### src/common/avtc_pkg.sv
// constants, field layouts and carriers for the converter and video timing control registers
// Contract
// - converter control resets 0x82, adaptive bit lowest
// - bit5 clear high threshold, set low
// - bit4 clear: gain on, reference driven
// - bit3 stops decoder clock; registers stay accessible
// - bit2 set puts luma converter asleep
// - bit1 set chroma sleep, resets asleep
// - bit0 adaptive: overflow raises reference level
// - even/odd timing registers 0x6C/0xEC, reset 0x00
// - bit7 clear 64 ticks, set one pixel
// - alternative variant: set bit gives 32 ticks
package avtc_pkg;

	localparam int          ADDR_W           = 12;
	localparam int          DATA_W           = 8;

	localparam logic [11:0] OFS_CONVERTER    = 12'h068;
	localparam logic [11:0] OFS_EVEN_TIMING  = 12'h06c;
	localparam logic [11:0] OFS_ODD_TIMING   = 12'h0ec;

	localparam logic [7:0]  CONVERTER_RESET  = 8'h82;
	localparam logic [7:0]  TIMING_RESET     = 8'h00;
	localparam logic [7:0]  UNMAPPED_READ    = 8'h00;

	localparam logic [6:0]  HORIZONTAL_RESET_PULSE_STD_TICKS = 7'h40;
	localparam logic [6:0]  HORIZONTAL_RESET_PULSE_ALT_TICKS = 7'h20;
	localparam logic [6:0]  HORIZONTAL_RESET_PULSE_PIX_TICKS = 7'h01;

	localparam logic [7:0]  REF_NOMINAL      = 8'h80;
	localparam logic [7:0]  REF_STEP         = 8'h04;
	localparam logic [7:0]  REF_MAX          = 8'hff;

	typedef struct packed {
		logic [1:0] reserved_top;
		logic       sync_threshold_low;
		logic       gain_control_disable;
		logic       clock_power_down;
		logic       luma_sleep;
		logic       chroma_sleep;
		logic       adaptive_gain_mode;
	} avtc_converter_s;

	typedef struct packed {
		logic       horizontal_reset_pulse_width_select;
		logic [4:0] reserved_mid;
		logic [1:0] vertical_filter_taps;
	} avtc_timing_s;

	typedef struct packed {
		logic [11:0] addr;
		logic        wr;
		logic        rd;
		logic [7:0]  wdata;
	} avtc_req_s;

endpackage

### src/design/avtc_gain_ctrl.sv
// reference level control for the converters, with adaptive raise on overflow
`timescale 1ns/100ps
module avtc_gain_ctrl (
	// clock and reset
	input  wire logic       clk,
	input  wire logic       rst_n,
	// control
	input  wire logic       run,
	input  wire logic       gain_on,
	input  wire logic       adaptive,
	input  wire logic       overflow_event,
	// level
	output logic [7:0]      ref_level_q
);

	logic raise;

	assign raise = run && gain_on && adaptive && overflow_event;

	always_ff @(posedge clk or negedge rst_n) begin
		if (!rst_n) begin
			ref_level_q <= avtc_pkg::REF_NOMINAL;
		end else if (!adaptive) begin
			ref_level_q <= avtc_pkg::REF_NOMINAL;
		end else if (raise) begin
			if (ref_level_q > avtc_pkg::REF_MAX - avtc_pkg::REF_STEP) begin
				ref_level_q <= avtc_pkg::REF_MAX;
			end else begin
				ref_level_q <= ref_level_q + avtc_pkg::REF_STEP;
			end
		end
	end

endmodule // avtc_gain_ctrl

### src/design/avtc_horizontal_reset_pulse_gen.sv
// horizontal reset pulse generator counting single-rate clock ticks
`timescale 1ns/100ps
module avtc_horizontal_reset_pulse_gen (
	// clock and reset
	input  wire logic       clk,
	input  wire logic       rst_n,
	// timing
	input  wire logic       run,
	input  wire logic       tick,
	input  wire logic       line_start,
	input  wire logic [6:0] width_ticks,
	// pulse
	output logic            pulse_q
);

	logic [6:0] remain_q;

	always_ff @(posedge clk or negedge rst_n) begin
		if (!rst_n) begin
			pulse_q  <= 1'b0;
			remain_q <= 7'h00;
		end else if (!run) begin
			pulse_q  <= 1'b0;
			remain_q <= 7'h00;
		end else if (line_start) begin
			pulse_q  <= 1'b1;
			remain_q <= width_ticks;
		end else if (pulse_q && tick) begin
			remain_q <= remain_q - 7'h01;
			if (remain_q <= 7'h01) begin
				pulse_q <= 1'b0;
			end
		end
	end

endmodule // avtc_horizontal_reset_pulse_gen

### src/design/avtc_regs.sv
// converter control and per-field video timing control registers with their front-end controls
`timescale 1ns/100ps
module avtc_regs #(
	parameter int          SINGLE_RATE_DIV = 7,
	parameter bit          ALT_HORIZONTAL_RESET_PULSE_WIDTH = 1'b0
) (
	// clock and reset
	input  wire logic       clk,
	input  wire logic       rst_n,
	// register access
	input  wire logic [11:0] reg_addr,
	input  wire logic        reg_wr,
	input  wire logic        reg_rd,
	input  wire logic [7:0]  reg_wdata,
	output logic [7:0]       reg_rdata,
	output logic             reg_rvalid,
	// video timing
	input  wire logic        line_start,
	input  wire logic        field_odd,
	output logic             horizontal_reset_pulse,
	output logic [1:0]       vertical_filter_taps,
	// converter pins
	input  wire logic        luma_overflow,
	input  wire logic        chroma_overflow,
	output logic [7:0]       converter_reference_output,
	output logic             converter_reference_oe_n,
	output logic             sync_detector_low,
	output logic             luma_sleep,
	output logic             chroma_sleep,
	output logic             decoder_clock_enable,
	output logic             single_rate_clock
);

	avtc_pkg::avtc_req_s       req;
	avtc_pkg::avtc_converter_s conv_q;
	avtc_pkg::avtc_timing_s    even_q;
	avtc_pkg::avtc_timing_s    odd_q;
	avtc_pkg::avtc_timing_s    active_timing;
	logic [7:0]                rdata_d;
	logic [7:0]                rdata_q;
	logic                      rvalid_q;
	logic                      run;
	logic [1:0]                ovf_pin;
	logic [1:0]                ovf_s1_q;
	logic [1:0]                ovf_s2_q;
	logic [1:0]                ovf_s3_q;
	logic [1:0]                ovf_level_q;
	logic [1:0]                ovf_rise;
	logic                      overflow_event;
	logic [15:0]               div_q;
	logic                      tick_q;
	logic [6:0]                width_ticks;
	logic                      horizontal_reset_pulse_q;
	logic [7:0]                ref_level_q;
	logic                      ref_oe_n_q;
	logic                      sync_low_q;
	logic                      luma_sleep_q;
	logic                      chroma_sleep_q;
	logic                      clk_en_q;
	logic                      wr_conv;
	logic                      wr_even;
	logic                      wr_odd;
	logic                      gain_on;
	logic                      adaptive;
	logic [1:0]                ovf_agree;
	logic                      div_last;
	logic [1:0]                taps_q;

	assign req = '{addr: reg_addr, wr: reg_wr, rd: reg_rd, wdata: reg_wdata};

	// write decode, addresses compared exactly
	assign wr_conv = req.wr && (req.addr == avtc_pkg::OFS_CONVERTER);
	assign wr_even = req.wr && (req.addr == avtc_pkg::OFS_EVEN_TIMING);
	assign wr_odd  = req.wr && (req.addr == avtc_pkg::OFS_ODD_TIMING);

	// registers run on clk, so they stay reachable while the decoder clock is off
	always_ff @(posedge clk or negedge rst_n) begin
		if (!rst_n) begin
			conv_q <= avtc_pkg::CONVERTER_RESET;
		end else if (wr_conv) begin
			conv_q <= req.wdata;
		end
	end

	always_ff @(posedge clk or negedge rst_n) begin
		if (!rst_n) begin
			even_q <= avtc_pkg::TIMING_RESET;
		end else if (wr_even) begin
			even_q <= req.wdata;
		end
	end

	always_ff @(posedge clk or negedge rst_n) begin
		if (!rst_n) begin
			odd_q <= avtc_pkg::TIMING_RESET;
		end else if (wr_odd) begin
			odd_q <= req.wdata;
		end
	end

	// read mux; unmapped addresses return zero
	always_comb begin
		rdata_d = avtc_pkg::UNMAPPED_READ;
		case (req.addr)
			avtc_pkg::OFS_CONVERTER: begin
				rdata_d = conv_q;
			end
			avtc_pkg::OFS_EVEN_TIMING: begin
				rdata_d = even_q;
			end
			avtc_pkg::OFS_ODD_TIMING: begin
				rdata_d = odd_q;
			end
			default: begin
				rdata_d = avtc_pkg::UNMAPPED_READ;
			end
		endcase
	end

	// answer strobe: one cycle for every read strobe
	always_ff @(posedge clk or negedge rst_n) begin
		if (!rst_n) begin
			rvalid_q <= 1'b0;
		end else begin
			rvalid_q <= req.rd;
		end
	end

	// read data holds until the next read
	always_ff @(posedge clk or negedge rst_n) begin
		if (!rst_n) begin
			rdata_q <= avtc_pkg::UNMAPPED_READ;
		end else if (req.rd) begin
			rdata_q <= rdata_d;
		end
	end

	assign reg_rdata  = rdata_q;
	assign reg_rvalid = rvalid_q;

	// decoder clock gate: every decoder-side counter halts while powered down
	assign run = !conv_q.clock_power_down;

	// overflow pins cross in through three flops; a rise counts when stages two and three agree
	assign ovf_pin = {chroma_overflow, luma_overflow};

	genvar g;
	generate
		for (g = 0; g < 2; g++) begin : g_ovf_sync
			always_ff @(posedge clk or negedge rst_n) begin
				if (!rst_n) begin
					ovf_s1_q[g] <= 1'b0;
					ovf_s2_q[g] <= 1'b0;
					ovf_s3_q[g] <= 1'b0;
				end else begin
					ovf_s1_q[g] <= ovf_pin[g];
					ovf_s2_q[g] <= ovf_s1_q[g];
					ovf_s3_q[g] <= ovf_s2_q[g];
				end
			end
			assign ovf_agree[g] = (ovf_s2_q[g] == ovf_s3_q[g]);
			// settled level only moves when stages two and three agree
			always_ff @(posedge clk or negedge rst_n) begin
				if (!rst_n) begin
					ovf_level_q[g] <= 1'b0;
				end else if (ovf_agree[g]) begin
					ovf_level_q[g] <= ovf_s3_q[g];
				end
			end
			assign ovf_rise[g] = ovf_agree[g] && ovf_s3_q[g] && !ovf_level_q[g];
		end
	endgenerate

	assign overflow_event = |ovf_rise;

	// single-rate clock enable, stopped with the decoder clock
	assign div_last = (div_q >= 16'(SINGLE_RATE_DIV - 1));

	always_ff @(posedge clk or negedge rst_n) begin
		if (!rst_n) begin
			div_q <= 16'h0000;
		end else if (!run || div_last) begin
			div_q <= 16'h0000;
		end else begin
			div_q <= div_q + 16'h0001;
		end
	end

	// one-cycle enable pulse in the cycle after the last count of each period
	always_ff @(posedge clk or negedge rst_n) begin
		if (!rst_n) begin
			tick_q <= 1'b0;
		end else begin
			tick_q <= run && div_last;
		end
	end

	// field select for the timing register in use
	assign active_timing = field_odd ? odd_q : even_q;

	always_comb begin
		if (!active_timing.horizontal_reset_pulse_width_select) begin
			width_ticks = avtc_pkg::HORIZONTAL_RESET_PULSE_STD_TICKS;
		end else if (ALT_HORIZONTAL_RESET_PULSE_WIDTH) begin
			width_ticks = avtc_pkg::HORIZONTAL_RESET_PULSE_ALT_TICKS;
		end else begin
			width_ticks = avtc_pkg::HORIZONTAL_RESET_PULSE_PIX_TICKS;
		end
	end

	avtc_horizontal_reset_pulse_gen u_horizontal_reset_pulse (
		.clk         (clk),
		.rst_n       (rst_n),
		.run         (run),
		.tick        (tick_q),
		.line_start  (line_start),
		.width_ticks (width_ticks),
		.pulse_q     (horizontal_reset_pulse_q)
	);

	// gain control bit has inverted sense: clear means on
	assign gain_on  = !conv_q.gain_control_disable;
	assign adaptive = conv_q.adaptive_gain_mode;

	avtc_gain_ctrl u_gain (
		.clk            (clk),
		.rst_n          (rst_n),
		.run            (run),
		.gain_on        (gain_on),
		.adaptive       (adaptive),
		.overflow_event (overflow_event),
		.ref_level_q    (ref_level_q)
	);

	// reference pin: driven only while gain control is on
	always_ff @(posedge clk or negedge rst_n) begin
		if (!rst_n) begin
			ref_oe_n_q <= 1'b1;
		end else begin
			ref_oe_n_q <= conv_q.gain_control_disable;
		end
	end

	// registered front-end controls, one flop per pin
	always_ff @(posedge clk or negedge rst_n) begin
		if (!rst_n) begin
			sync_low_q <= 1'b0;
		end else begin
			sync_low_q <= conv_q.sync_threshold_low;
		end
	end

	// a set sleep bit powers its converter down
	always_ff @(posedge clk or negedge rst_n) begin
		if (!rst_n) begin
			luma_sleep_q <= 1'b0;
		end else begin
			luma_sleep_q <= conv_q.luma_sleep;
		end
	end

	always_ff @(posedge clk or negedge rst_n) begin
		if (!rst_n) begin
			chroma_sleep_q <= 1'b0;
		end else begin
			chroma_sleep_q <= conv_q.chroma_sleep;
		end
	end

	// clock enable pin is the inverse of the power-down bit
	always_ff @(posedge clk or negedge rst_n) begin
		if (!rst_n) begin
			clk_en_q <= 1'b0;
		end else begin
			clk_en_q <= run;
		end
	end

	// filter taps follow the field in use
	always_ff @(posedge clk or negedge rst_n) begin
		if (!rst_n) begin
			taps_q <= 2'b00;
		end else begin
			taps_q <= active_timing.vertical_filter_taps;
		end
	end

	assign converter_reference_output = ref_level_q;
	assign converter_reference_oe_n   = ref_oe_n_q;
	assign sync_detector_low          = sync_low_q;
	assign luma_sleep                 = luma_sleep_q;
	assign chroma_sleep               = chroma_sleep_q;
	assign decoder_clock_enable       = clk_en_q;
	assign single_rate_clock          = tick_q;
	assign horizontal_reset_pulse     = horizontal_reset_pulse_q;
	assign vertical_filter_taps       = taps_q;

endmodule // avtc_regs

### config.mk
export PLATFORM = sky130hd
export DESIGN_NAME = avtc_regs
export DESIGN_NICKNAME = d
export VERILOG_FILES = /design/src/common/avtc_pkg.sv /design/src/design/avtc_gain_ctrl.sv /design/src/design/avtc_horizontal_reset_pulse_gen.sv /design/src/design/avtc_regs.sv
export SDC_FILE = /design/constraint.sdc
export NUM_CORES = 1
export LEC_CHECK = 0
export BUFFER_PORTS_ARGS = -buffer_cell sky130_fd_sc_hd__buf_2
export CAP_MARGIN = 20
export CORE_MARGIN = 5
export CORE_UTILIZATION = 40
export CTS_CLUSTER_SIZE = 40
export DETAILED_ROUTE_END_ITERATION = 8
export PLACE_DENSITY_LB_ADDON = 0.12
export SLEW_MARGIN = 20
export SYNTH_ARGS = -nofsm -noshare
export SYNTH_HDL_FRONTEND = slang
export SYNTH_SLANG_ARGS = --single-unit
### constraint.sdc
create_clock -name clk -period 1.6 [get_ports clk]
set_clock_uncertainty 0.05 [all_clocks]
set_input_delay 0 -clock clk [delete_from_list [all_inputs] [get_ports clk]]
set_output_delay 0 -clock clk [all_outputs]
set_load 0.05 [all_outputs]
==> results_tabular.tex <==
\begin{tabular}{lr}
\hline
Metric & Value \\
\hline
\multicolumn{2}{l}{\textbf{Run status}} \\
\quad Status & finished, final reports clean \\
\multicolumn{2}{l}{\textbf{Logic synthesis}} \\
\quad Number of synthesized register bits & 80 \\
\quad Post-Synthesis Cell Area & approximately 3300 µm² \\
\quad Most instantiated library cell after synthesis & sky130\_fd\_sc\_hd\_\_dfrtp\_1 \\
\quad Asr flop ratio synth & between 90\% and 100\% \\
\quad Biggest area consumer among synthesized cells & sky130\_fd\_sc\_hd\_\_dfrtp\_1 \\
\quad Commonest cells in the synthesized netlist & 76 x sky130\_fd\_sc\_hd\_\_dfrtp\_1, 29 x sky130\_fd\_sc\_hd\_\_mux2\_2, 17 x sky130\_fd\_sc\_hd\_\_nor2\_1, 14 x sky130\_fd\_sc\_hd\_\_inv\_1, 12 x sky130\_fd\_sc\_hd\_\_a21oi\_1 \\
\quad Warnings, synthesis & 0 \\
\quad Mean cell area of the mapped netlist & 12.9 µm² \\
\quad Top\_reg\_cell synth & sky130\_fd\_sc\_hd\_\_dfrtp\_1 \\
\quad Number of enable-type register cells in the synthesized netlist & 0 \\
\quad Portion of synthesized cell area occupied by the leading cell type & roughly 58\% \\
\quad Distinct cell type count after synthesis & 42 \\
\quad Cells after Synth & $\sim$260 \\
\quad Sequential element share of the synthesized area & 61.0\% \\
\quad Cell types with the largest area share after synthesis & sky130\_fd\_sc\_hd\_\_dfrtp\_1 58\%, sky130\_fd\_sc\_hd\_\_mux2\_2 9.9\%, sky130\_fd\_sc\_hd\_\_dfstp\_2 3.2\% \\
\multicolumn{2}{l}{\textbf{Clock network}} \\
\quad Worst-skew pair later-pin latency & 0.34 ns \\
\quad Root Driver & sky130\_fd\_sc\_hd\_\_clkbuf\_8 \\
\quad TritonCTS clock tree & yes \\
\quad Number of buffers created by CTS & 9 \\
\quad Maximum clock path buffer count & 2 \\
\quad Clock Sink Count & 80 \\
\quad Clock-pin slew on the worst setup and hold paths & about 0.080 ns \\
\quad H-tree lvl count & 3 \\
\multicolumn{2}{l}{\textbf{Hold path}} \\
\quad Hold/Removal Path Class & input pin to async pin \\
\multicolumn{2}{l}{\textbf{GRT}} \\
\quad Remaining Overflow, GRT & 0 \\
\quad Maximum number of pins on one net before global-route repair & 46 \\
\quad Via count of the first global-routing pass & 2199 \\
\quad Global-route wire length before repair & $\sim$11000 µm \\
\quad GRT Resource Usage Total & about 14\% \\
\quad Number of antenna violations at the first check in global routing & 0 \\
\multicolumn{2}{l}{\textbf{Layout}} \\
\quad NumNets Final & around 390 \\
\quad Number of fill cells in the layout & around 700 \\
\quad Layout area overhead & 28.1\% \\
\quad Share of cells above drive strength 1 & between 30\% and 40\% \\
\quad Area used by multi-input combinational logic & 1250 µm² \\
\quad Diode insertion count for antenna repair & 0 \\
\quad Final Instance Area & about 4200 µm² \\
\quad Register Area & 2010 µm² \\
\multicolumn{2}{l}{\textbf{Power}} \\
\quad Cell area power density & $\sim$1000 nW/µm² \\
\quad Leakage & $\sim$2.1 nW \\
\quad Maximum ir drop on the vdd rail & roughly 0.00042 V \\
\multicolumn{2}{l}{\textbf{Drt}} \\
\quad Routed length per instance & 14.3 µm \\
\quad Vias per std cell & between 4 and 5 \\
\quad Number of nets with antenna violations after detailed routing & 0 \\
\quad Count of vias placed by the detailed router & around 2200 \\
\quad Length of the first detailed-routing pass in iterations & 4 \\
\quad Final Routed Wirelength & 6590 µm \\
\quad Violation count after the first detailed-route iteration & approximately 50 \\
\quad Number of remaining DRC errors & 0 \\
\multicolumn{2}{l}{\textbf{Floorplan}} \\
\quad Rows & 33 \\
\quad IO Count & 54 \\
\quad Placeable core region & slightly above 8000 µm² \\
\quad Die Y-Extent & $\sim$100 µm \\
\quad Area of the die & approximately 10000 µm² \\
\quad Die boundary width & about 100 µm \\
\quad Starting Density & between 40\% and 50\% \\
\multicolumn{2}{l}{\textbf{Place}} \\
\quad Standard cell area after detailed placement & roughly 3800 µm² \\
\quad Port Buf Inserts & between 50 and 60 \\
\quad Routability congestion estimate & about 0.77 \\
\quad Post-place setup slack & approximately 0.035 ns \\
\quad Total half-perimeter wirelength after legalization and detailed placement & about 4600 µm \\
\multicolumn{2}{l}{\textbf{Critical path}} \\
\quad Launching element type of the critical path & register \\
\quad Maximum fanout along the worst path & 3 \\
\quad CP Data Required Time & around 1.8 ns \\
\quad Worst R2R Start & div\_q[0] \\
\quad Kind of critical path & register to register \\
\quad Signal arrival time at the worst endpoint & approximately 1.7 ns \\
\quad First element of the critical path & div\_q[0] \\
\quad CP endpoint kind & register \\
\multicolumn{2}{l}{\textbf{STA}} \\
\quad Clock period minus worst slack & about 1.5 ns \\
\quad Fraction of the cycle the final worst path needs & $\sim$93\% \\
\quad RSZ-0062 raised after global routing & true \\
\quad Endpoints failing hold & 0 \\
\quad Number of max-slew violations in the final report & 0 \\
\quad Final setup margin & roughly 0.11 ns \\
\quad Setup-violating endpoint count in the final report & 0 \\
\quad Max Clock Freq & 0.671 GHz \\
\multicolumn{2}{l}{\textbf{Job}} \\
\quad Max-Cap Viols & 0 \\
\hline
\end{tabular}
[cells in the final DEF, fill, tap and decap left out, types with 7 or more instances in the layout]
cell type                       instances
sky130_fd_sc_hd__o22ai_1                8
sky130_fd_sc_hd__nor2_1                17
sky130_fd_sc_hd__inv_1                 14
sky130_fd_sc_hd__clkbuf_8              10
sky130_fd_sc_hd__dlygate4sd3_1         15
sky130_fd_sc_hd__mux2i_1               10
sky130_fd_sc_hd__dfrtp_1               74
sky130_fd_sc_hd__a21oi_1               12
sky130_fd_sc_hd__buf_2                 52
sky130_fd_sc_hd__nand2_1                7
sky130_fd_sc_hd__mux2_2                29
sky130_fd_sc_hd__nor3_1                 7
sky130_fd_sc_hd__ha_1                   8
sky130_fd_sc_hd__buf_4                 13
sky130_fd_sc_hd__conb_1                13
[state kept, by name, summed over array words and instances, names as in the netlist, 2 cells and up]
signal,flops
conv_q,7
div_q,16
even_q,8
odd_q,8
ovf_level_q,2
ovf_s1_q,2
ovf_s2_q,2
ovf_s3_q,2
reg_rdata,8
u_gain.ref_level_q,7
u_horizontal_reset_pulse.remain_q,7
vertical_filter_taps,2
[critical path: stages (launching register included)]
cell and delay, ns:
sky130_fd_sc_hd__dfrtp_1 0.35, sky130_fd_sc_hd__inv_1 0.05, sky130_fd_sc_hd__ha_1 0.18, sky130_fd_sc_hd__o21ai_1 0.15, sky130_fd_sc_hd__nand2_1 0.10, sky130_fd_sc_hd__nor4_1 0.27, sky130_fd_sc_hd__buf_4 0.16, sky130_fd_sc_hd__nor2b_1 0.12
[routing by layer]
layer  global-route usage [%]  wire length [µm]  share of wire [%]
met5                        0                 0                  0
met4                     5.60                55               0.83
met3                     2.77               169                2.6
met2                     21.1              3160                 48
met1                     19.5              3210                 49
[final timing paths]
check | depth (start not counted) | to | slack [ns]
max | 7 | div_q[1] | 0.11
min | 3 | u_horizontal_reset_pulse.remain_q[3] | 0.14
max reg2reg | 7 | div_q[1] | 0.11
min reg2reg | 0 | ovf_s2_q[0] | 0.31
max in group asynchronous | 3 | div_q[5] | 0.67
min in group clk | 4 | reg_rdata[5] | 0.14
[power breakdown]
part | leakage, nW | internal, mW | total, mW | switching [mW]
logic | 0.940 | 0.268 | 0.563 | 0.295
registers | 1.02 | 2.13 | 2.22 | 0.0955
clock network | 0.106 | 0.920 | 1.63 | 0.714
[cells by family after synthesis]
kind of cell,count (synthesis),synth area share [%]
compound gates,33,6.16
xor+xnor,6,1.60
fa+ha+maj,8,3.04
buf+inv,23,2.81
flops,80,61.0
mux,39,13.0
other cells,1,0.114
simple gates,66,12.4
[through the flow]
step | cells | setup TNS (ns) | hold slack (ns) | util, % | total power [mW]
floorplan | 268 | 0 | -0.346 | - | 2.60
global placement | 429 | 0 | -0.220 | 46.9 | 2.76
detailed placement | 429 | 0 | -0.216 | 46.9 | 2.77
CTS | 460 | 0 | 0.102 | 51.5 | 4.45
global route | 462 | -0.0130 | 0.153 | 51.8 | 4.64
finish | 462 | 0 | 0.136 | 51.8 | 4.42
[cell type report]
| type | count | share of cell area [%] |
|---|---|---|
| clock buffers | 11 | 3.35 |
| repair buffers | 82 | 13.0 |
| multi-input cells | 165 | 29.7 |
| inverters | 14 | 1.25 |
| well taps | 105 | 3.12 |
| flip-flops and latches | 80 | 47.7 |
| clock inverters | 5 | 1.90 |
[timing repair]
action,4_1_cts,5_1_grt
hold endpoints to repair,122,0
setup endpoints to repair,0,8
gates resized for setup,0,4
hold buffers,15,0
buffers inserted,0,2
Note: power is estimated with default switching activity, not from simulation.
